### src/aqrm_defs.svh
`ifndef AQRM_DEFS_SVH
`define AQRM_DEFS_SVH

// ----------------------------------------------------------------
// clocking and timing
// ----------------------------------------------------------------
`define AQ_CLK_KHZ       100000
`define AQ_LPOSC_KHZ     262
`define AQ_LP_DIV        (`AQ_CLK_KHZ / `AQ_LPOSC_KHZ)
`define AQ_LP_PER_S      262000
`define AQ_INIT_US       500
`define AQ_INIT_CYC      (`AQ_INIT_US * (`AQ_CLK_KHZ / 1000))
`define AQ_SETTLE_MS     2
`define AQ_SETTLE_CYC    (`AQ_SETTLE_MS * `AQ_CLK_KHZ)
`define AQ_CHOP_HZ       2000
`define AQ_CHOP_HALF_CYC ((`AQ_CLK_KHZ * 1000) / (2 * `AQ_CHOP_HZ))
`define AQ_INT_LAST      3'h7
`define AQ_SB_LAST_IDX   2'h2

// ----------------------------------------------------------------
// register offsets
// ----------------------------------------------------------------
`define AQ_OFS_MODE   7'h01
`define AQ_OFS_STATUS 7'h02
`define AQ_OFS_SBPER  7'h03
`define AQ_OFS_DEC    7'h04
`define AQ_OFS_RST    7'h09
`define AQ_OFS_CURH   7'h0a
`define AQ_OFS_CURL   7'h0b
`define AQ_OFS_VOLH   7'h0c
`define AQ_OFS_VOLL   7'h0d
`define AQ_OFS_GAIN   7'h13
`define AQ_OFS_BYP    7'h15
`define AQ_OFS_VSEL   7'h17
`define AQ_OFS_ISRC   7'h18

// ----------------------------------------------------------------
// fields and reset values
// ----------------------------------------------------------------
`define AQ_RST_DEV_BIT   7
`define AQ_RST_MEAS_BIT  6
`define AQ_RST_READ      8'hc0
`define AQ_MODE_START    0
`define AQ_MODE_TIMED_LOW_POWER_MODE     2'h2
`define AQ_ST_READY      0
`define AQ_ST_INVALID    1
`define AQ_ST_STANDBY    2
`define AQ_ST_RUN        3
`define AQ_SBPER_RST     8'h0a
`define AQ_DEC_EXP_RST   4'h2
`define AQ_DEC_EXP_MAX   4'hf
`define AQ_GAIN_R0       7'h64
`define AQ_GAIN_R1       7'h28
`define AQ_GAIN_R2       7'h19
`define AQ_GAIN_R3       7'h05

`endif

### src/aqrm_pkg.sv
`default_nettype none
package aqrm_pkg;
  typedef enum logic [2:0] {
    ST_INIT, ST_STOP, ST_RUN, ST_SB_WAIT, ST_SB_SETTLE, ST_SB_MEAS
  } aqrm_state_t;
endpackage
`default_nettype wire

### src/aqrm_ctrl.sv
`include "aqrm_defs.svh"
`default_nettype none
// How it works
// - writing zero to reset-control bit 7 triggers a full device soft reset.
// - after a full soft reset the block enters init; bit 6 reads one again.
// - init lasts 500 us; interrupt output toggles at low-power clock rate.
// - writing zero to bit 6 with bit 7 at one resets only measurement-path registers.
// - while converting, only gain, bypass, voltage select and current source settings may change.
// - first sample after a gain change in run mode is marked invalid.
// - voltage select, gain, bypass, current source writes accepted while running.
// - timed standby measures once per standby period, default 10 s.
// - standby cycle continues until another mode command arrives.
// - standby timer runs on the low-power oscillator clock.
// - each timeout measures, raises data-ready interrupt, returns to idle.
// - each standby measurement starts with 2 ms settling, results dropped.
// - in standby only every third sample is reported.
// - data rate is twice chop rate over decimation ratio 1..32768.
// - current ranges use nominal gains 100, 40, 25 and 5.
// - each interrupt pulse lasts eight low-power clock cycles.
// - standby entered only from stop, with start bit and mode pattern 10.
// - status ready bit clears only when the host reads it; the invalid bit is also rewritten by each new report.
module aqrm_ctrl
  import aqrm_pkg::*;
#(
  parameter int INIT_CYC      = `AQ_INIT_CYC,
  parameter int SETTLE_CYC    = `AQ_SETTLE_CYC,
  parameter int CHOP_HALF_CYC = `AQ_CHOP_HALF_CYC,
  parameter int LP_PER_S      = `AQ_LP_PER_S,
  parameter int LP_DIV        = `AQ_LP_DIV
) (
  // clock and reset
  input  wire logic        mclk,
  input  wire logic        srst,
  // serial register port
  input  wire logic        spiCsN,
  input  wire logic        spiSclk,
  input  wire logic        spiMosi,
  output logic             spiMiso,
  output logic             spiMisoOe,
  // converter results
  input  wire logic [15:0] convCurrent,
  input  wire logic [15:0] convVoltage,
  // analog and clock control
  output logic             adcEnable,
  output logic             lpOscSel,
  output logic             measPathRst,
  output logic [6:0]       ampGain,
  output logic [7:0]       gainSel,
  output logic [7:0]       bypassCtl,
  output logic [7:0]       vinSel,
  output logic [7:0]       isrcCtl,
  // interrupt
  output logic             intOut
);
  localparam int IW = $clog2(INIT_CYC + 1);
  localparam int SW = $clog2(SETTLE_CYC + 1);
  localparam int LW = $clog2(LP_PER_S + 1);

  aqrm_state_t state_r;
  logic        devRst_r, measRst_r, converting, lpTick, chopTick, outEvt, report;
  logic [IW-1:0] initCnt_r;
  logic [SW-1:0] settleCnt_r;
  logic [LW-1:0] lpCnt_r;
  logic [7:0]    secCnt_r, mode_r, sbPer_r, rdData;
  logic [3:0]    decExp_r;
  logic [14:0]   decCnt_r, ratioM1;
  logic [1:0]    sbCnt_r;
  logic [2:0]    intCnt_r;
  logic          intBusy_r, lpTog_r, skip_r, ready_r, invalid_r, secDone;
  logic [15:0]   curData_r, volData_r;

  // ----------------------------------------------------------------
  // serial port: three-stage sync, agree filter, 16-bit frames
  // ----------------------------------------------------------------
  logic [2:0] s1_r, s2_r, s3_r, filt_r, agree;
  logic       sclkPrev_r, csN, sclk, mosi, rise, fall;
  logic [3:0] bitCnt_r;
  logic [14:0] shIn_r;
  logic [7:0]  shOut_r, wrData;
  logic [6:0]  hdrAddr_r;
  logic        hdrWr_r, rdStb, wrStb;

  assign agree = ~(s2_r ^ s3_r);
  always_ff @(posedge mclk) begin
    if (srst) begin
      s1_r   <= 3'h4;
      s2_r   <= 3'h4;
      s3_r   <= 3'h4;
      filt_r <= 3'h4;
    end else begin
      s1_r   <= {spiCsN, spiSclk, spiMosi};
      s2_r   <= s1_r;
      s3_r   <= s2_r;
      filt_r <= (s2_r & agree) | (filt_r & ~agree);
    end
  end
  assign csN  = filt_r[2];
  assign sclk = filt_r[1];
  assign mosi = filt_r[0];
  assign rise = !csN && sclk && !sclkPrev_r;
  assign fall = !csN && !sclk && sclkPrev_r;
  assign rdStb  = rise && (bitCnt_r == 4'h7) && !shIn_r[6];
  assign wrStb  = rise && (bitCnt_r == 4'hf) && hdrWr_r;
  assign wrData = {shIn_r[6:0], mosi};

  always_ff @(posedge mclk) begin
    if (srst) begin
      sclkPrev_r <= 1'b0;
      bitCnt_r   <= 4'h0;
      shIn_r     <= 15'h0000;
      shOut_r    <= 8'h00;
      hdrAddr_r  <= 7'h00;
      hdrWr_r    <= 1'b0;
      spiMiso    <= 1'b0;
    end else begin
      sclkPrev_r <= sclk;
      if (csN) begin
        bitCnt_r <= 4'h0;
      end else if (rise) begin
        shIn_r   <= {shIn_r[13:0], mosi};
        bitCnt_r <= bitCnt_r + 4'h1;
        if (bitCnt_r == 4'h7) begin
          hdrWr_r   <= shIn_r[6];
          hdrAddr_r <= {shIn_r[5:0], mosi};
          shOut_r   <= rdData;
        end
      end else if (fall) begin
        spiMiso <= shOut_r[7];
        shOut_r <= {shOut_r[6:0], 1'b0};
      end
    end
  end
  assign spiMisoOe = !csN;

  // ----------------------------------------------------------------
  // register file
  // ----------------------------------------------------------------
  logic [6:0] rdAddr, wrAddr;
  logic       notInit, liveWr, cfgWr, modeWr, gainChg, statusRd;
  assign rdAddr  = {shIn_r[5:0], mosi};
  assign wrAddr  = hdrAddr_r;
  assign notInit = (state_r != ST_INIT);
  assign liveWr  = wrStb && notInit;
  assign cfgWr   = liveWr && (state_r == ST_STOP);
  assign modeWr  = liveWr && (wrAddr == `AQ_OFS_MODE);
  assign gainChg = liveWr && (wrAddr == `AQ_OFS_GAIN) && (wrData != gainSel);
  assign statusRd = rdStb && (rdAddr == `AQ_OFS_STATUS);

  always_comb begin
    case (rdAddr)
      `AQ_OFS_MODE:   rdData = mode_r;
      `AQ_OFS_STATUS: rdData = {4'h0, state_r == ST_RUN,
                                state_r inside {ST_SB_WAIT, ST_SB_SETTLE, ST_SB_MEAS},
                                invalid_r, ready_r};
      `AQ_OFS_SBPER:  rdData = sbPer_r;
      `AQ_OFS_DEC:    rdData = {4'h0, decExp_r};
      `AQ_OFS_RST:    rdData = `AQ_RST_READ;
      `AQ_OFS_CURH:   rdData = curData_r[15:8];
      `AQ_OFS_CURL:   rdData = curData_r[7:0];
      `AQ_OFS_VOLH:   rdData = volData_r[15:8];
      `AQ_OFS_VOLL:   rdData = volData_r[7:0];
      `AQ_OFS_GAIN:   rdData = gainSel;
      `AQ_OFS_BYP:    rdData = bypassCtl;
      `AQ_OFS_VSEL:   rdData = vinSel;
      `AQ_OFS_ISRC:   rdData = isrcCtl;
      default:        rdData = 8'h00;
    endcase
  end

  // reset-control writes act in any state, init included
  always_ff @(posedge mclk) begin
    if (srst) begin
      devRst_r  <= 1'b0;
      measRst_r <= 1'b0;
    end else begin
      devRst_r  <= wrStb && (wrAddr == `AQ_OFS_RST) && !wrData[`AQ_RST_DEV_BIT];
      measRst_r <= wrStb && (wrAddr == `AQ_OFS_RST) && wrData[`AQ_RST_DEV_BIT]
                   && !wrData[`AQ_RST_MEAS_BIT];
    end
  end
  assign measPathRst = measRst_r;

  always_ff @(posedge mclk) begin
    if (srst || devRst_r) begin
      mode_r  <= 8'h00;
      sbPer_r <= `AQ_SBPER_RST;
    end else begin
      if (modeWr) begin
        mode_r <= wrData;
      end
      if (cfgWr && (wrAddr == `AQ_OFS_SBPER)) begin
        sbPer_r <= wrData;
      end
    end
  end

  // measurement path: cleared by either soft reset, mode register untouched by the measurement-path reset
  always_ff @(posedge mclk) begin
    if (srst || devRst_r || measRst_r) begin
      gainSel   <= 8'h00;
      bypassCtl <= 8'h00;
      vinSel    <= 8'h00;
      isrcCtl   <= 8'h00;
      decExp_r  <= `AQ_DEC_EXP_RST;
    end else begin
      if (liveWr && (wrAddr == `AQ_OFS_GAIN)) gainSel <= wrData;
      if (liveWr && (wrAddr == `AQ_OFS_BYP))  bypassCtl <= wrData;
      if (liveWr && (wrAddr == `AQ_OFS_VSEL)) vinSel <= wrData;
      if (liveWr && (wrAddr == `AQ_OFS_ISRC)) isrcCtl <= wrData;
      if (cfgWr && (wrAddr == `AQ_OFS_DEC)) begin
        decExp_r <= (wrData[3:0] > `AQ_DEC_EXP_MAX) ? `AQ_DEC_EXP_MAX : wrData[3:0];
      end
    end
  end

  always_ff @(posedge mclk) begin
    if (srst) begin
      ampGain <= `AQ_GAIN_R0;
    end else begin
      case (gainSel[1:0])
        2'h0:    ampGain <= `AQ_GAIN_R0;
        2'h1:    ampGain <= `AQ_GAIN_R1;
        2'h2:    ampGain <= `AQ_GAIN_R2;
        default: ampGain <= `AQ_GAIN_R3;
      endcase
    end
  end

  // ----------------------------------------------------------------
  // timebases
  // ----------------------------------------------------------------
  aqrm_tick_div #(.DIV(LP_DIV)) uLpOsc (
    .mclk (mclk),
    .srst (srst),
    .clr  (1'b0),
    .tick (lpTick)
  );
  aqrm_tick_div #(.DIV(CHOP_HALF_CYC)) uChop (
    .mclk (mclk),
    .srst (srst),
    .clr  (!converting),
    .tick (chopTick)
  );

  // ----------------------------------------------------------------
  // decimation and reporting
  // ----------------------------------------------------------------
  assign converting = (state_r == ST_RUN) || (state_r == ST_SB_MEAS);
  assign ratioM1 = 15'((16'h0001 << decExp_r) - 16'h0001);
  assign outEvt  = chopTick && (decCnt_r == ratioM1);
  // settling samples never count, since the decimator only runs in measure
  assign report  = outEvt && ((state_r == ST_RUN) ||
                   (state_r == ST_SB_MEAS && sbCnt_r == `AQ_SB_LAST_IDX));

  always_ff @(posedge mclk) begin
    if (srst || !converting) begin
      decCnt_r <= 15'h0000;
      sbCnt_r  <= 2'h0;
    end else if (chopTick) begin
      decCnt_r <= (decCnt_r == ratioM1) ? 15'h0000 : decCnt_r + 15'h0001;
      if (outEvt) begin
        sbCnt_r <= sbCnt_r + 2'h1;
      end
    end
  end

  // a gain write landing with a sample still taints the next one
  always_ff @(posedge mclk) begin
    if (srst || devRst_r || measRst_r) begin
      skip_r <= 1'b0;
    end else if (gainChg && converting) begin
      skip_r <= 1'b1;
    end else if (outEvt) begin
      skip_r <= 1'b0;
    end
  end

  always_ff @(posedge mclk) begin
    if (srst || devRst_r || measRst_r) begin
      curData_r <= 16'h0000;
      volData_r <= 16'h0000;
      ready_r   <= 1'b0;
      invalid_r <= 1'b0;
    end else if (report) begin
      curData_r <= convCurrent;
      volData_r <= convVoltage;
      ready_r   <= 1'b1;
      invalid_r <= skip_r;
    end else if (statusRd) begin
      ready_r   <= 1'b0;
      invalid_r <= 1'b0;
    end
  end

  // ----------------------------------------------------------------
  // operating state
  // ----------------------------------------------------------------
  logic sbStart;
  assign sbStart = modeWr && wrData[`AQ_MODE_START] && (wrData[7:6] == `AQ_MODE_TIMED_LOW_POWER_MODE);
  assign secDone = lpTick && (lpCnt_r == LW'(LP_PER_S - 1)) &&
                   ({1'b0, secCnt_r} + 9'h001 >= {1'b0, sbPer_r});

  always_ff @(posedge mclk) begin
    if (srst || devRst_r) begin
      state_r <= ST_INIT;
    end else begin
      case (state_r)
        ST_INIT: if (initCnt_r == IW'(INIT_CYC - 1)) state_r <= ST_STOP;
        ST_STOP: if (sbStart) begin
          state_r <= ST_SB_WAIT;
        end else if (modeWr && wrData[`AQ_MODE_START]) begin
          state_r <= ST_RUN;
        end
        ST_RUN: if (modeWr && !wrData[`AQ_MODE_START]) state_r <= ST_STOP;
        ST_SB_WAIT: if (modeWr && !sbStart) begin
          state_r <= ST_STOP;
        end else if (secDone) begin
          state_r <= ST_SB_SETTLE;
        end
        ST_SB_SETTLE: if (modeWr && !sbStart) begin
          state_r <= ST_STOP;
        end else if (settleCnt_r == SW'(SETTLE_CYC - 1)) begin
          state_r <= ST_SB_MEAS;
        end
        ST_SB_MEAS: if (modeWr && !sbStart) begin
          state_r <= ST_STOP;
        end else if (report) begin
          state_r <= ST_SB_WAIT;
        end
        default: state_r <= ST_STOP;
      endcase
    end
  end

  always_ff @(posedge mclk) begin
    if (srst || devRst_r || state_r != ST_INIT) initCnt_r <= '0;
    else initCnt_r <= initCnt_r + IW'(1);
  end
  always_ff @(posedge mclk) begin
    if (srst || state_r != ST_SB_SETTLE) settleCnt_r <= '0;
    else settleCnt_r <= settleCnt_r + SW'(1);
  end
  always_ff @(posedge mclk) begin
    if (srst || state_r != ST_SB_WAIT) begin
      lpCnt_r  <= '0;
      secCnt_r <= 8'h00;
    end else if (lpTick) begin
      if (lpCnt_r == LW'(LP_PER_S - 1)) begin
        lpCnt_r  <= '0;
        secCnt_r <= secCnt_r + 8'h01;
      end else begin
        lpCnt_r <= lpCnt_r + LW'(1);
      end
    end
  end

  assign adcEnable = state_r inside {ST_RUN, ST_SB_SETTLE, ST_SB_MEAS};
  assign lpOscSel  = (state_r == ST_SB_WAIT);

  // ----------------------------------------------------------------
  // interrupt output
  // ----------------------------------------------------------------
  always_ff @(posedge mclk) begin
    if (srst || devRst_r) begin
      intBusy_r <= 1'b0;
      intCnt_r  <= 3'h0;
      lpTog_r   <= 1'b0;
      intOut    <= 1'b0;
    end else begin
      if (report) begin
        intBusy_r <= 1'b1;
        intCnt_r  <= 3'h0;
      end else if (intBusy_r && lpTick) begin
        intCnt_r <= intCnt_r + 3'h1;
        if (intCnt_r == `AQ_INT_LAST) intBusy_r <= 1'b0;
      end
      if (state_r == ST_INIT && lpTick) lpTog_r <= !lpTog_r;
      intOut <= (state_r == ST_INIT) ? lpTog_r : intBusy_r;
    end
  end

  // ----------------------------------------------------------------
  // checks
  // ----------------------------------------------------------------
  // cycles since conversion began, so rate checks do not lean on decCnt_r
  logic [31:0] convCyc_r, outPer;
  assign outPer = 32'(CHOP_HALF_CYC) << decExp_r;
  always_ff @(posedge mclk) begin
    if (srst || !converting) convCyc_r <= 32'h0;
    else convCyc_r <= convCyc_r + 32'h1;
  end
endmodule
`default_nettype wire

### src/aqrm_tick_div.sv
`default_nettype none
module aqrm_tick_div
  import aqrm_pkg::*;
#(
  parameter int DIV = 381
) (
  // clock and reset
  input  wire logic mclk,
  input  wire logic srst,
  // control
  input  wire logic clr,
  // tick out
  output logic      tick
);
  localparam int W = (DIV > 1) ? $clog2(DIV) : 1;
  localparam logic [W-1:0] LAST = W'(DIV - 1);

  logic [W-1:0] cnt_r;

  always_ff @(posedge mclk) begin
    if (srst || clr) begin
      cnt_r <= '0;
    end else if (cnt_r == LAST) begin
      cnt_r <= '0;
    end else begin
      cnt_r <= cnt_r + W'(1);
    end
  end

  assign tick = !clr && (cnt_r == LAST);
endmodule
`default_nettype wire

### config.mk
export PLATFORM = sky130hd
export DESIGN_NAME = aqrm_ctrl
export DESIGN_NICKNAME = d
export VERILOG_FILES = /design/src/aqrm_pkg.sv /design/src/aqrm_ctrl.sv /design/src/aqrm_tick_div.sv
export VERILOG_INCLUDE_DIRS = /design/src
export SDC_FILE = /design/constraint.sdc
export NUM_CORES = 1
export LEC_CHECK = 0
export BUFFER_PORTS_ARGS = -buffer_cell sky130_fd_sc_hd__buf_2
export CORE_ASPECT_RATIO = 2
export CORE_MARGIN = 5
export CORE_UTILIZATION = 53
export DETAILED_ROUTE_END_ITERATION = 6
export PLACE_DENSITY = 0.71
export SETUP_SLACK_MARGIN = 0.4
export SLEW_MARGIN = 20
export SYNTH_ARGS = -nofsm -noshare
export SYNTH_HDL_FRONTEND = slang
export SYNTH_HIERARCHICAL = 1
export SYNTH_SLANG_ARGS = --single-unit
export TNS_END_PERCENT = 50
### constraint.sdc
create_clock -name mclk -period 4.65 [get_ports mclk]
set_input_delay 1.1625 -clock mclk [delete_from_list [all_inputs] [get_ports mclk]]
set_output_delay 1.1625 -clock mclk [all_outputs]
set_load 0.05 [all_outputs]
Word-level counts from Yosys, hierarchy flattened
Index checks and enable logic that the tools add are counted.
Cells by class
  $add $sub $neg: 12
  magnitude comparators: 2
  eq/ne operators: 49
  shifts and indexed selects: 1
  mux-type cells: 28
  bitwise operators: 8
  reductions and logical operators: 75
Operators with widths (count)
  8-bit case mux with 13 select lines: 1
  7-bit by 5-bit equality test with 1-bit output, second input constant: 8
  7-bit by 4-bit equality test with 1-bit output, second input constant: 6
  18-bit by 1-bit adder with 18-bit output, second input constant: 2
  18-bit equality test, second input constant: 2
  1-bit logical AND: 36
  15-bit by 1-bit adder with 15-bit output, second input constant: 2
  3-bit two-way mux: 10
  8-bit two-way mux: 3
  7-bit by 2-bit equality test with 1-bit output, second input constant: 3
  7-bit case mux with 3 select lines: 1
  18-bit two-way mux: 1
  3-bit case mux with 6 select lines: 1
  16-bit by 1-bit adder with 16-bit output, second input constant: 1
  16-bit equality test, second input constant: 1
  15-bit equality test: 1
  15-bit equality test, second input constant: 1
  15-bit two-way mux: 1
  1-bit by 4-bit left shift with 15-bit output, first input constant: 1
  15-bit by 1-bit subtractor with 15-bit output, second input constant: 1
  7-bit by 1-bit equality test with 1-bit output, second input constant: 2
  7-bit by 3-bit equality test with 1-bit output, second input constant: 2
  2-bit nonzero test: 5
  8-bit by 1-bit adder with 9-bit output, second input constant: 1
  other kinds (37): 82
Storage, ports and cells
  bits in registers: 247
  input port bits: 37
  output and inout port bits: 45
  word-level logic and storage cells: 214

Longest topological paths before layout
Gate-level depths: netlist of run 1.
  word-level depth: 13
  mapped depth: 17
  gate-level depth less buffers: 13

By module
Netlist of run 1, hierarchy kept.
Modules (own cells, without submodules)
  aqrm_ctrl: times used 1, cells an instance 1215, area each 10755.3 um^2, seq. area each 4444.3 um^2
  aqrm_tick_div at uChop: times used 1, cells an instance 77, area each 691.9 um^2, seq. area each 300.3 um^2
  aqrm_tick_div at uLpOsc: times used 1, cells an instance 51, area each 451.7 um^2, seq. area each 180.2 um^2

Worst setup path after synthesis of run 1
OpenSTA, ideal clock, no wires.
  path kind: register to register
  start point: reg decExp_r[2]
  end point: reg curData_r[2]
  setup time: 0.128 ns
  data arrival time: 2.907 ns
  data required time: 4.522 ns
  path slack: 1.616 ns
  stages on the path, launching flop included: 18
  path buffers: 7
  period minus slack after synthesis: 3.034 ns
  path through: dfxtp_1 -> buf_4 -> buf_6 -> buf_8 -> nor3_1 -> nand2_1 -> ha_1 -> buf_4 -> buf_6 -> xnor2_1 -> a31oi_4 -> xnor2_1 -> nor4_4 -> and4_1 -> buf_6 -> buf_12 -> mux2i_1 -> nor2_1
Between the ends
  longest elaborated chain between the ends: 5
RTL lines
  start: declaration: RTL line aqrm_ctrl.sv:65  | logic [3:0] decExp_r;
  start signal: assignment: RTL line aqrm_ctrl.sv:204  | decExp_r <= `AQ_DEC_EXP_RST;
  start signal: assignment: RTL line aqrm_ctrl.sv:211  | decExp_r <= (wrData[3:0] > `AQ_DEC_EXP_MAX) ? `AQ_DEC_EXP_MAX : wrData[3:0];
  1-bit by 4-bit left shift with 15-bit output: RTL line aqrm_ctrl.sv:249  | assign ratioM1 = 15'((16'h0001 << decExp_r) - 16'h0001);
  15-bit by 1-bit subtractor with 15-bit output: RTL line aqrm_ctrl.sv:249
  15-bit equality test: RTL line aqrm_ctrl.sv:250  | assign outEvt = chopTick && (decCnt_r == ratioM1);
  1-bit logical AND: RTL line aqrm_ctrl.sv:250
  1-bit logical AND: RTL line aqrm_ctrl.sv:252  | assign report = outEvt && ((state_r == ST_RUN) ||
  end signal: assignment: RTL line aqrm_ctrl.sv:285  | curData_r <= convCurrent;
  end: declaration: RTL line aqrm_ctrl.sv:70  | logic [15:0] curData_r, volData_r;
Every way passes these cells.
A chain may end at the register's enable or synchronous reset.

Worst setup path in the final report of run 1
  start point: reg decExp_r[0]
  end point: reg decCnt_r[4]
Between the ends
  longest elaborated chain between the ends: 4
RTL lines
  1-bit by 4-bit left shift with 15-bit output: RTL line aqrm_ctrl.sv:249
  15-bit by 1-bit subtractor with 15-bit output: RTL line aqrm_ctrl.sv:249
  15-bit equality test: RTL line aqrm_ctrl.sv:260  | decCnt_r <= (decCnt_r == ratioM1) ? 15'h0000 : decCnt_r + 15'h0001;
  15-bit two-way mux: RTL line aqrm_ctrl.sv:260
  end signal: assignment: RTL line aqrm_ctrl.sv:260
  end: declaration: RTL line aqrm_ctrl.sv:66  | logic [14:0] decCnt_r, ratioM1;
Every way passes these cells.

==> results of run 1 <==
-- placed cells by master (no fill, tap or decap), types with 12 or more instances in the layout --
master and n:
a211oi_1 15, a21oi_1 54, and3_1 26, buf_2 80
buf_4 13, clkbuf_16 23, dfxtp_1 246, ha_1 25
inv_1 37, mux2i_1 99, nand2_1 69, nand2b_1 19
nand3_1 46, nand4_1 24, nor2_1 242, nor2b_1 26
nor3_1 22, nor4_1 12, o21ai_0 27, or3_1 18
xnor2_1 42, xor2_1 60
-- how the worst max path moves through the flow --
stage | slack (ns) | cells after the start | startpoint | to
5_1_grt | 0.69 | 10 | decExp_r[1] | decCnt_r[7]
6_report | 1.09 | 11 | decExp_r[0] | decCnt_r[4]
2_1_floorplan | 1.62 | 17 | decExp_r[2] | curData_r[2]
3_3_place_gp | 1.14 | 11 | decExp_r[0] | decCnt_r[14]
3_5_place_dp | 1.07 | 10 | decExp_r[1] | decCnt_r[14]
4_1_cts | 1.07 | 10 | decExp_r[1] | decCnt_r[3]
-- synth_stat cells, types with 15 or more instances --
library cell | number | area share (%)
nand2b_1 | 19 | 1.0
nor2_1 | 242 | 7.6
ha_1 | 25 | 2.6
nor2b_1 | 26 | 1.4
xnor2_1 | 42 | 3.1
xor2_1 | 60 | 4.4
or3_1 | 19 | 1.0
a211oi_1 | 15 | 0.95
nand4_1 | 24 | 1.3
inv_1 | 37 | 1.2
and3_1 | 26 | 1.4
clkbuf_1 | 40 | 1.3
nor3_1 | 22 | 0.93
a21oi_1 | 55 | 2.3
mux2i_1 | 99 | 8.3
nand2_1 | 69 | 2.2
o21ai_0 | 27 | 1.1
dfxtp_1 | 246 | 41
nand3_1 | 46 | 1.9
-- area by class of cell --
cell class / count / area [um2]
fill: 2065 / 9059
multi-input combinational: 987 / 6387
sequential: 246 / 4925
clock buffer: 28 / 634.4
timing repair buffer: 94 / 518.0
tap: 276 / 345.3
clock inverter: 12 / 151.4
inverter: 37 / 138.9
-- critical path, cell delays in order (launching register included) --
cell	delay, ns
dfxtp_1	0.30
buf_4	0.20
nor4_1	0.45
inv_1	0.09
ha_1	0.44
and2_1	0.28
o21ai_0	0.16
a221oi_1	0.12
a2111oi_2	0.44
nand4_1	0.34
nand2b_1	0.52
nor2_1	0.11
-- metal layers --
| layer | track usage [%] | vias to the layer above |
|---|---|---|
| li1 | - | 4770 |
| met1 | 24.65 | 4648 |
| met2 | 41.77 | 240 |
| met3 | 2.786 | 83 |
| met4 | 12.14 | 0 |
| met5 | 0 | - |
-- sequential cells by signal, indices dropped and copies added (netlist names), 8 cells and up, named ones only --
name and count:
secCnt_r 8, curData_r 16, uLpOsc/cnt_r 9, volData_r 16
lpCnt_r 18, sbPer_r 8, mode_r 8, initCnt_r 16
uChop/cnt_r 15, bypassCtl 8, shOut_r 8, gainSel 8
decCnt_r 15, settleCnt_r 18, isrcCtl 8, vinSel 8
-- power groups by stage --
stage                     clock network, mW  registers [mW]  logic [mW]
after CTS                              2.01            2.12      0.0587
after global routing                   2.10            2.12      0.0640
final                                  1.97            2.12      0.0580
after global placement                    0            2.16      0.0579
after floorplan                           0            2.16      0.0321
after detailed placement                  0            2.16      0.0585
-- metrics by stage --
step	util (%)	hold slack, ns
after detailed placement	55.56	0.3972
after global placement	55.56	0.3972
after CTS	59.10	0.4167
final	59.12	0.4144
after global routing	59.12	0.4257
after floorplan	-	0.3895
-- cell families (layout without fill, tap and decap cells) --
kind of cell | Yosys count | after routing | synth area share [%]
AOI/OAI and AO/OA | 185 | 185 | 10.55
adders and majority gates | 25 | 25 | 2.629
other | 1 | 5 | 0.03152
DFF | 246 | 246 | 41.39
buffers and inverters | 114 | 171 | 5.110
and+or+nand+nor | 571 | 571 | 24.46
muxes | 99 | 99 | 8.328
xor gates and xnor gates | 102 | 102 | 7.508
==> summary.md, run 1 <==
| Metric | Value |
|---|---|
| Total CTS buffers | 23 |
| Worst Path Required | 5.05 ns |
| Run status | completed |
| Synth cell types | 84 |
| HPWL after DPL | 21,180 um |
| Critical Path Fanout Max | 19 |
| Max-slew violation count | 0 |
| Initial antenna violation count | 0 |
| CP Capture Type | flip-flop |
| Peak supply drop | 0.0003050 V |
| Uppermost routed layer | met4 |
| Clock network power share | 47.6% |
| First-pass GRT wire length | 48,160 um |
| DRC viols | 0 |
| Die height | 221.9 um |
| Unrepaired setup endpoints after global routing | no |
| Pwr dens | 316.6 nW/um2 |
| Setup_tns | 0 ns |
| Slew @ Worst Pin | 1.189 ns |
| Internal power | 3.275 mW |
| Post-Syn Area | 11,900 um2 |
| 1st-pass router iterations | 5 |
| DIE AREA | 25,730 um2 |
| Total power draw | 4.147 mW |
| Worst slew margin | 19.49% |
| Gr usage total | 22.78% |
| Via/cell ratio | 5.798 |
| Antenna Cells | 0 |
| Final wirelength | 29,070 um |
| # IOs | 82 |
| Post-layout nets | 1,451 |
| R2R setup slack | 1.09 ns |
| Post-CTS Repair Setup Buffers | 0 |
| Final hold violations | 0 |
| Yosys warns | 6 |
| # setup viols final | 0 |
| Top_reg_cell synth | dfxtp_1 |
| NetSw | 872.5 uW |
| Cell count of the worst reg-to-reg path | 11 |
| CP startpoint kind | flip-flop |
| Die span in x | 116.0 um |
| Routed len/inst | 17.30 um |
| Leak | 4.995 nW |
| H-tree level count | 1 |
| Hold_sp | s1_r[2] |
| Finished Cell Area | 13,100 um2 |
| Sequential share of the synthesized area | 41.39% |
| Sequential share of power | 51.0% |
| Initial drt markers | 539 |
| Number of core rows | 77 |
| Hold/Removal Path Class | flip-flop to flip-flop |
| Vias in the first global route | 9,857 |
| CTS tree | done |
| Worst reg2reg endpoint | decCnt_r[4] |
| Ratio of cells with drive above 1 in the final layout | 11.82% |
| Met1 WL | 10,810 um |
| Combinational Power Share | 1.4% |
| WHS Endpoint | s2_r[2] |
| Hold Buf Count CTS | 0 |
| Grt ovf | 0 |
| Cell Count, Final, Fillers Out | 1,680 |
| WP data arrival | 3.96 ns |
| Net Sw Frac | 21.04% |
| Fin crit share | 76.55% |
| Worst Skew | 0.01237 ns |
| Vias | 9,741 |
| Hold path depth | 1 |
| Min Tclk post-route | 3.559 ns |
| Post-place setup slack | 1.073 ns |
| Synthesis-to-finish area growth | 10.09% |
| Core area | 22,160 um2 |
| Cells after synthesis | 1,343 |
| PnR worst setup slack | 1.091 ns |
| Met2 wire len | 15,580 um |
| CTS max path bufs | 3 |
| FFs w/ async S/R, synth | 0% |
| Starting Density | 53.70% |
| WL met3 | 1134 um |
| Placed cell areas | 12,310 um2 |
| Post-synth EDFFs | 0 |
| Clk slew on worst S/H paths | 0.07 ns |
| Later-pin clock latency in the skew report | 0.53 ns |
| Critical Setup Path Class | flip-flop to flip-flop |
| Avg Cell Area, Syn | 8.860 um2 |
| Root buffer cell | clkbuf_16 |
| Yosys reg bits | 246 |
| Max Cap Viol | 0 |
| Antenna viol nets, final | 0 |
| Largest net degree at the start of global routing | 42 |
| # clock sinks | 246 |
| Reg2reg start | decExp_r[0] |
| Buffers on Ports | 80 |
| CTS resizes | 0 |
| Final GP Congestion | 0.8952 |
| Dpl cells | 1,640 |
| Fmax | 281.0 MHz |
Power figures use the tool's default switching activity.
==> inputs of run 2 (changes only) <==
--- a/config.mk
+++ b/config.mk
@@ -11,7 +11,7 @@
 export CORE_MARGIN = 5
 export CORE_UTILIZATION = 53
 export DETAILED_ROUTE_END_ITERATION = 6
-export PLACE_DENSITY = 0.71
+export PLACE_DENSITY = 0.74
 export SETUP_SLACK_MARGIN = 0.4
 export SLEW_MARGIN = 20
 export SYNTH_ARGS = -nofsm -noshare
==> constraint.sdc (replaced) <==
create_clock -name mclk -period 3.1 [get_ports mclk]
set_input_delay 0.775 -clock mclk [delete_from_list [all_inputs] [get_ports mclk]]
set_output_delay 0.775 -clock mclk [all_outputs]
set_load 0.05 [all_outputs]
==> run 2 against run 1 <==
Compared with the run above:
- largest power group unchanged
- cell area increased by 4.6%
- critical path type unchanged
- critical path depth rose by 2
- power rose by 42%
- core utilization increased by 2.7 points
==> summary.md, run 2 (synthesis gave the netlist of run 1 again) <==
| Metric | Value |
|---|---|
| Core area | 22,160 um2 |
| Pwr dens | 429.3 nW/um2 |
| Largest stage delay, worst path | 0.37 ns |
| DRC viols | 0 |
| Commonest cells after routing, fill and taps aside | nor2_1 (241), dfxtp_1 (241), mux2i_1 (98) |
| Final hold violations | 0 |
| Ratio of cells with drive above 1 in the final layout | 16.37% |
| Post-layout nets | 1,502 |
| Register area | 4936 um2 |
| Antenna viol nets, final | 0 |
| Largest net degree at the start of global routing | 35 |
| R2R setup slack | 0.22 ns |
| Synthesis-to-finish area growth | 15.17% |
| 1st-pass router iterations | 6 |
| Combinational Power Share | 1.5% |
| Starting Density | 53.70% |
| HPWL after DPL | 22,320 um |
| Worst Path Required | 3.49 ns |
| Critical Setup Path Class | flip-flop to flip-flop |
| WP data arrival | 3.27 ns |
| Gr usage total | 23.89% |
| Fin crit share | 92.85% |
| Slowest cell on the critical path | dfxtp_4 |
| Sequential share of power | 53.9% |
| Final GP Congestion | 0.9187 |
| Worst slew margin | 35.72% |
| Final wirelength | 31,260 um |
| Unrepaired setup endpoints after global routing | yes |
| Total CTS buffers | 23 |
| Die span in x | 116.0 um |
| Net Sw Frac | 21.13% |
| Number of core rows | 77 |
| Root buffer cell | clkbuf_16 |
| Crit path buffers/inverters | 4 |
| Buffers on Ports | 80 |
| Dpl cells | 1,668 |
| Clk slew on worst S/H paths | 0.07 ns |
| Biggest regs | lpCnt_r (18), settleCnt_r (18) |
| H-tree level count | 1 |
| Internal power | 4.641 mW |
| Die height | 221.9 um |
| Peak supply drop | 0.0005719 V |
| Max-slew violation count | 0 |
| Setup_tns | 0 ns |
| Top delay family on crit path | simple AND/OR/NAND/NOR gates |
| Filler cell count | 1,927 |
| Antenna Cells | 0 |
| Most Frequent Cell on Critical Path | nor4_4 |
| # clock sinks | 246 |
| Min Tclk post-route | 2.878 ns |
| First-pass GRT wire length | 50,000 um |
| Vias | 10,117 |
| Clock network power share | 44.5% |
| Vias in the first global route | 10,076 |
| Via/cell ratio | 5.848 |
| Cell Count, Final, Fillers Out | 1,730 |
| Slew @ Worst Pin | 0.9569 ns |
| Max Cap Viol | 0 |
| Run status | completed |
| CTS tree | done |
| Later-pin clock latency in the skew report | 0.52 ns |
| Initial antenna violation count | 0 |
| CP startpoint kind | flip-flop |
| NetSw | 1.243 mW |
| Initial drt markers | 636 |
| Critical path cell sequence | nor4_4 -> inv_2 -> ha_4 -> buf_8 -> xnor2_4 -> a31oi_4 -> xnor2_2 -> nor4_4 -> and4_4 -> buf_6 -> buf_16 -> mux2i_1 -> nor2_1 |
| DIE AREA | 25,730 um2 |
| # setup viols final | 0 |
| CTS max path bufs | 3 |
| Routed len/inst | 18.07 um |
| Multi-input logic area | 6549 um2 |
| # IOs | 82 |
| Hold/Removal Path Class | flip-flop to flip-flop |
| Leak | 5.294 nW |
| Grt ovf | 0 |
| Worst Skew | 0.01451 ns |
| CP Capture Type | flip-flop |
| Fmax | 347.4 MHz |
| Critical Path Fanout Max | 7 |
run 2: changes by cell type in the layout (fill, tap and decap cells not counted), moves of 3 or more:
cell	change
buf_4	+37
clkbuf_1	+7
buf_8	+3
buf_6	+5
bufinv_16	-3
buf_16	+4
dfxtp_2	+3
dfxtp_1	-5
run 2: cell type report:
type                            count  share of cell area, %
Sequential cell                   246                  36.02
Tap cell                          276                  2.520
Timing Repair Buffer              145                  7.715
Clock inverter                      5                 0.2100
Multi-Input combinational cell    987                  47.79
Inverter                           37                  1.032
Clock buffer                       34                  4.720
run 2: path summary, 6_finish.rpt:
kind / from / to / depth (start not counted)
hold reg to reg: s1_r[2] / s2_r[2] / 1
setup / recovery: decExp_r[1] / curData_r[2] / 13
setup reg to reg: decExp_r[1] / curData_r[2] / 13
hold / removal: s1_r[2] / s2_r[2] / 1
run 2: per-layer routing:
metal | track usage [%] | vias to the layer above | share of wire, %
met5 | 0 | - | 0
met4 | 15.44 | 0 | 7.3
met3 | 3.005 | 104 | 3.9
met2 | 44.39 | 276 | 54
met1 | 24.00 | 4877 | 35
li1 | - | 4860 | -
run 2: per-stage QoR:
stage	power (mW)	hold WS (ns)	setup slack, ns	utilization [%]	area, um2
finish	5.884	0.4227	0.2216	61.85	13700
global route	6.061	0.4509	0.1082	61.85	13700
CTS	5.932	0.4285	0.2344	60.93	13500
detailed placement	3.335	0.4139	0.1066	56.71	12570
global placement	3.334	0.3938	0.1891	56.71	12570
floorplan	3.293	0.3895	0.2075	-	11970
run 2: power groups by stage:
stage	sequential (mW)	combinational, mW	clock [mW]
final	3.17	0.0895	2.62
after global routing	3.17	0.0977	2.79
after CTS	3.17	0.0891	2.67
after detailed placement	3.25	0.0889	0
after global placement	3.25	0.0883	0
after floorplan	3.24	0.0481	0
run 2: worst register-to-register path, delay by kind of cell, from the launching register on:
family	cells	cell delay (ns)
AND/OR/NAND/NOR	4	1.02
buffers and inverters	4	0.52
flip-flops	1	0.37
XOR/XNOR	2	0.31
multiplexers	1	0.22
adder cells (fa/ha/maj)	1	0.20
AO/OA/AOI/OAI	1	0.11
run 2: repair_timing:
item | CTS | global route
setup buffers | 9 | 8
setup endpoints to repair | 42 | 80
resized for setup | 20 | 29
pin swaps | 2 | 7
hold buffers | 0 | 0
gates cloned | 4 | 2
==> inputs of run 3 (changes only) <==
--- a/config.mk
+++ b/config.mk
@@ -6,12 +6,12 @@
 export SDC_FILE = /design/constraint.sdc
 export NUM_CORES = 1
 export LEC_CHECK = 0
-export BUFFER_PORTS_ARGS = -buffer_cell sky130_fd_sc_hd__buf_2
 export CORE_ASPECT_RATIO = 2
 export CORE_MARGIN = 5
 export CORE_UTILIZATION = 53
 export DETAILED_ROUTE_END_ITERATION = 6
-export PLACE_DENSITY = 0.74
+export DONT_BUFFER_PORTS = 1
+export PLACE_DENSITY = 0.71
 export SETUP_SLACK_MARGIN = 0.4
 export SLEW_MARGIN = 20
 export SYNTH_ARGS = -nofsm -noshare
==> run 3 against run 2 <==
Compared with the run above:
- wire length rose by 0.30%
- flip-flop and latch count unchanged
- via count is 4.0% lower
- worst setup slack got worse by 0.20 ns
- non-clock buffer count shrank 73
- power up 6.8%
- clock power rose by 17%
- cell area shrank 0.48%
- clock skew shrank 0.0016 ns
- hold slack lost 0.084 ns
- highest routed layer unchanged
==> summary.md, run 3 (synthesis gave the netlist of run 1 again) <==
| Metric | Value |
|---|---|
| Commonest non-fill, non-tap cell in the layout | dfxtp_1 |
| Core area | 22,160 um2 |
| Peak supply drop | 0.0004402 V |
| Leak | 5.002 nW |
| Largest net degree at the start of global routing | 58 |
| Worst Path Required | 3.49 ns |
| Max Cap Viol | 0 |
| Later-pin clock latency in the skew report | 0.52 ns |
| CTS tree | done |
| Net Sw Frac | 20.05% |
| Grt ovf | 0 |
| 1st-pass router iterations | 5 |
| Biggest regs | lpCnt_r (18), settleCnt_r (18) |
| Worst Skew | 0.01295 ns |
| # setup viols final | 0 |
| Number of core rows | 77 |
| Vias in the first global route | 9,481 |
| Final wirelength | 31,360 um |
| HPWL after DPL | 21,980 um |
| Dpl cells | 1,594 |
| Pwr dens | 460.9 nW/um2 |
| Antenna viol nets, final | 0 |
| Fmax | 325.2 MHz |
| Gr usage total | 23.61% |
| Vias | 9,710 |
| Clock network power share | 48.7% |
| Via/cell ratio | 5.860 |
| Filler cell count | 1,893 |
| Buffers on Ports | 0 |
| # clock sinks | 246 |
| Die height | 221.9 um |
| Largest stage delay, worst path | 0.36 ns |
| NetSw | 1.260 mW |
| Most Frequent Cell on Critical Path | buf_6 |
| Synthesis-to-finish area growth | 14.62% |
| Slowest cell on the critical path | and4_4 |
| Antenna Cells | 0 |
| DRC viols | 0 |
| Critical Setup Path Class | flip-flop to flip-flop |
| Clk slew on worst S/H paths | 0.07 ns |
| Starting Density | 53.70% |
| Hold/Removal Path Class | input pin to flip-flop |
| Sequential share of power | 50.5% |
| Total CTS buffers | 22 |
| Initial antenna violation count | 0 |
| Internal power | 5.026 mW |
| DIE AREA | 25,730 um2 |
| Run status | completed |
| Unrepaired setup endpoints after global routing | yes |
| CP startpoint kind | flip-flop |
| Critical Path Fanout Max | 5 |
| H-tree level count | 1 |
| Root buffer cell | clkbuf_16 |
| Max-slew violation count | 0 |
| Fin Hold WS | 0.3386 ns |
| Slew @ Worst Pin | 0.7643 ns |
| Critical path cell sequence | nor4_4 -> inv_1 -> ha_4 -> buf_6 -> buf_6 -> xor2_2 -> xnor2_1 -> o2111ai_2 -> nor4_4 -> and4_4 -> buf_6 -> buf_16 -> mux2i_2 -> nor2_1 |
| Final hold violations | 0 |
| Ratio of cells with drive above 1 in the final layout | 13.47% |
| First-pass GRT wire length | 49,130 um |
| Min Tclk post-route | 3.075 ns |
| Cell Count, Final, Fillers Out | 1,657 |
| WP data arrival | 3.46 ns |
| Die span in x | 116.0 um |
| Hold Buf Count CTS | 0 |
| Combinational Power Share | 0.8% |
| Worst slew margin | 48.58% |
| Routed len/inst | 18.92 um |
| Fin crit share | 99.19% |
| Initial drt markers | 459 |
| CP Capture Type | flip-flop |
| CTS max path bufs | 3 |
| Final GP Congestion | 0.9078 |
| # IOs | 82 |
| Post-layout nets | 1,428 |
| Commonest cells after routing, fill and taps aside | dfxtp_1 (241), nor2_1 (228), mux2i_1 (93) |
run 3: cell count changes in the layout (fill, tap and decap cells not counted), sizes merged:
cell      previous run  this run
buf                143        70
clkinvlp             0         2
clkbuf              36        31
bufinv               0         5
clkinv               4         3
inv                 38        37
run 3: path summary, 6_finish.rpt:
check	slack (ns)	cells after the start	endpoint	startpoint
max	0.03	14	curData_r[8]	decExp_r[0]
min	0.34	1	hdrAddr_r[4]	srst
max reg2reg	0.03	14	curData_r[8]	decExp_r[0]
min reg2reg	0.42	1	s2_r[2]	s1_r[2]
run 3: layer usage:
layer	track usage (%)	share of wire (%)
met1	23.73	35
met2	43.83	54
met3	3.606	4.1
met4	14.42	7.2
met5	0	0
run 3: power groups by stage:
stage	Clock [mW]	Combinational [mW]	Sequential, mW
CTS	3.11	0.0511	3.17
global placement	0	0.0506	3.25
global route	3.25	0.0581	3.17
finish	3.06	0.0518	3.17
detailed placement	0	0.0509	3.25
floorplan	0	0.0481	3.24
run 3: worst max-delay path: cells and delay by family (launching register included):
family | cells | cell delay, ns
AND/OR/NAND/NOR | 4 | 1.07
buffers and inverters | 5 | 0.61
flip-flops | 1 | 0.35
multiplexers | 1 | 0.22
adder cells (fa/ha/maj) | 1 | 0.20
AO/OA/AOI/OAI | 1 | 0.15
XOR/XNOR | 2 | 0.32
run 3: per-stage QoR:
stage	total power [mW]	utilization, %	setup TNS, ns	cell area (um2)	setup WS (ns)
after global routing	6.479	61.55	-2.105	13640	-0.1275
after detailed placement	3.297	55.10	0	12210	0.03910
final	6.286	61.55	0	13640	0.02524
after global placement	3.297	55.10	0	12210	0.1710
after floorplan	3.293	-	0	11970	0.2075
after CTS	6.335	59.83	0	13260	0.1376
run 3: cell type report:
cell class | count | area, um2 | area share [%]
timing repair buffer | 72 | 719.4 | 5.275
multi-input combinational | 987 | 6690 | 49.06
clock buffer | 29 | 628.1 | 4.605
tap | 276 | 345.3 | 2.532
inverter | 37 | 138.9 | 1.018
clock inverter | 10 | 180.2 | 1.321
sequential | 246 | 4936 | 36.19
run 3: repair_timing:
action / in CTS / in global routing
resized for setup: 13 / 64
endpoints found under the setup margin: 58 / 71
cloned: 4 / 2
pin swaps: 3 / 31
setup buffers: 10 / 8
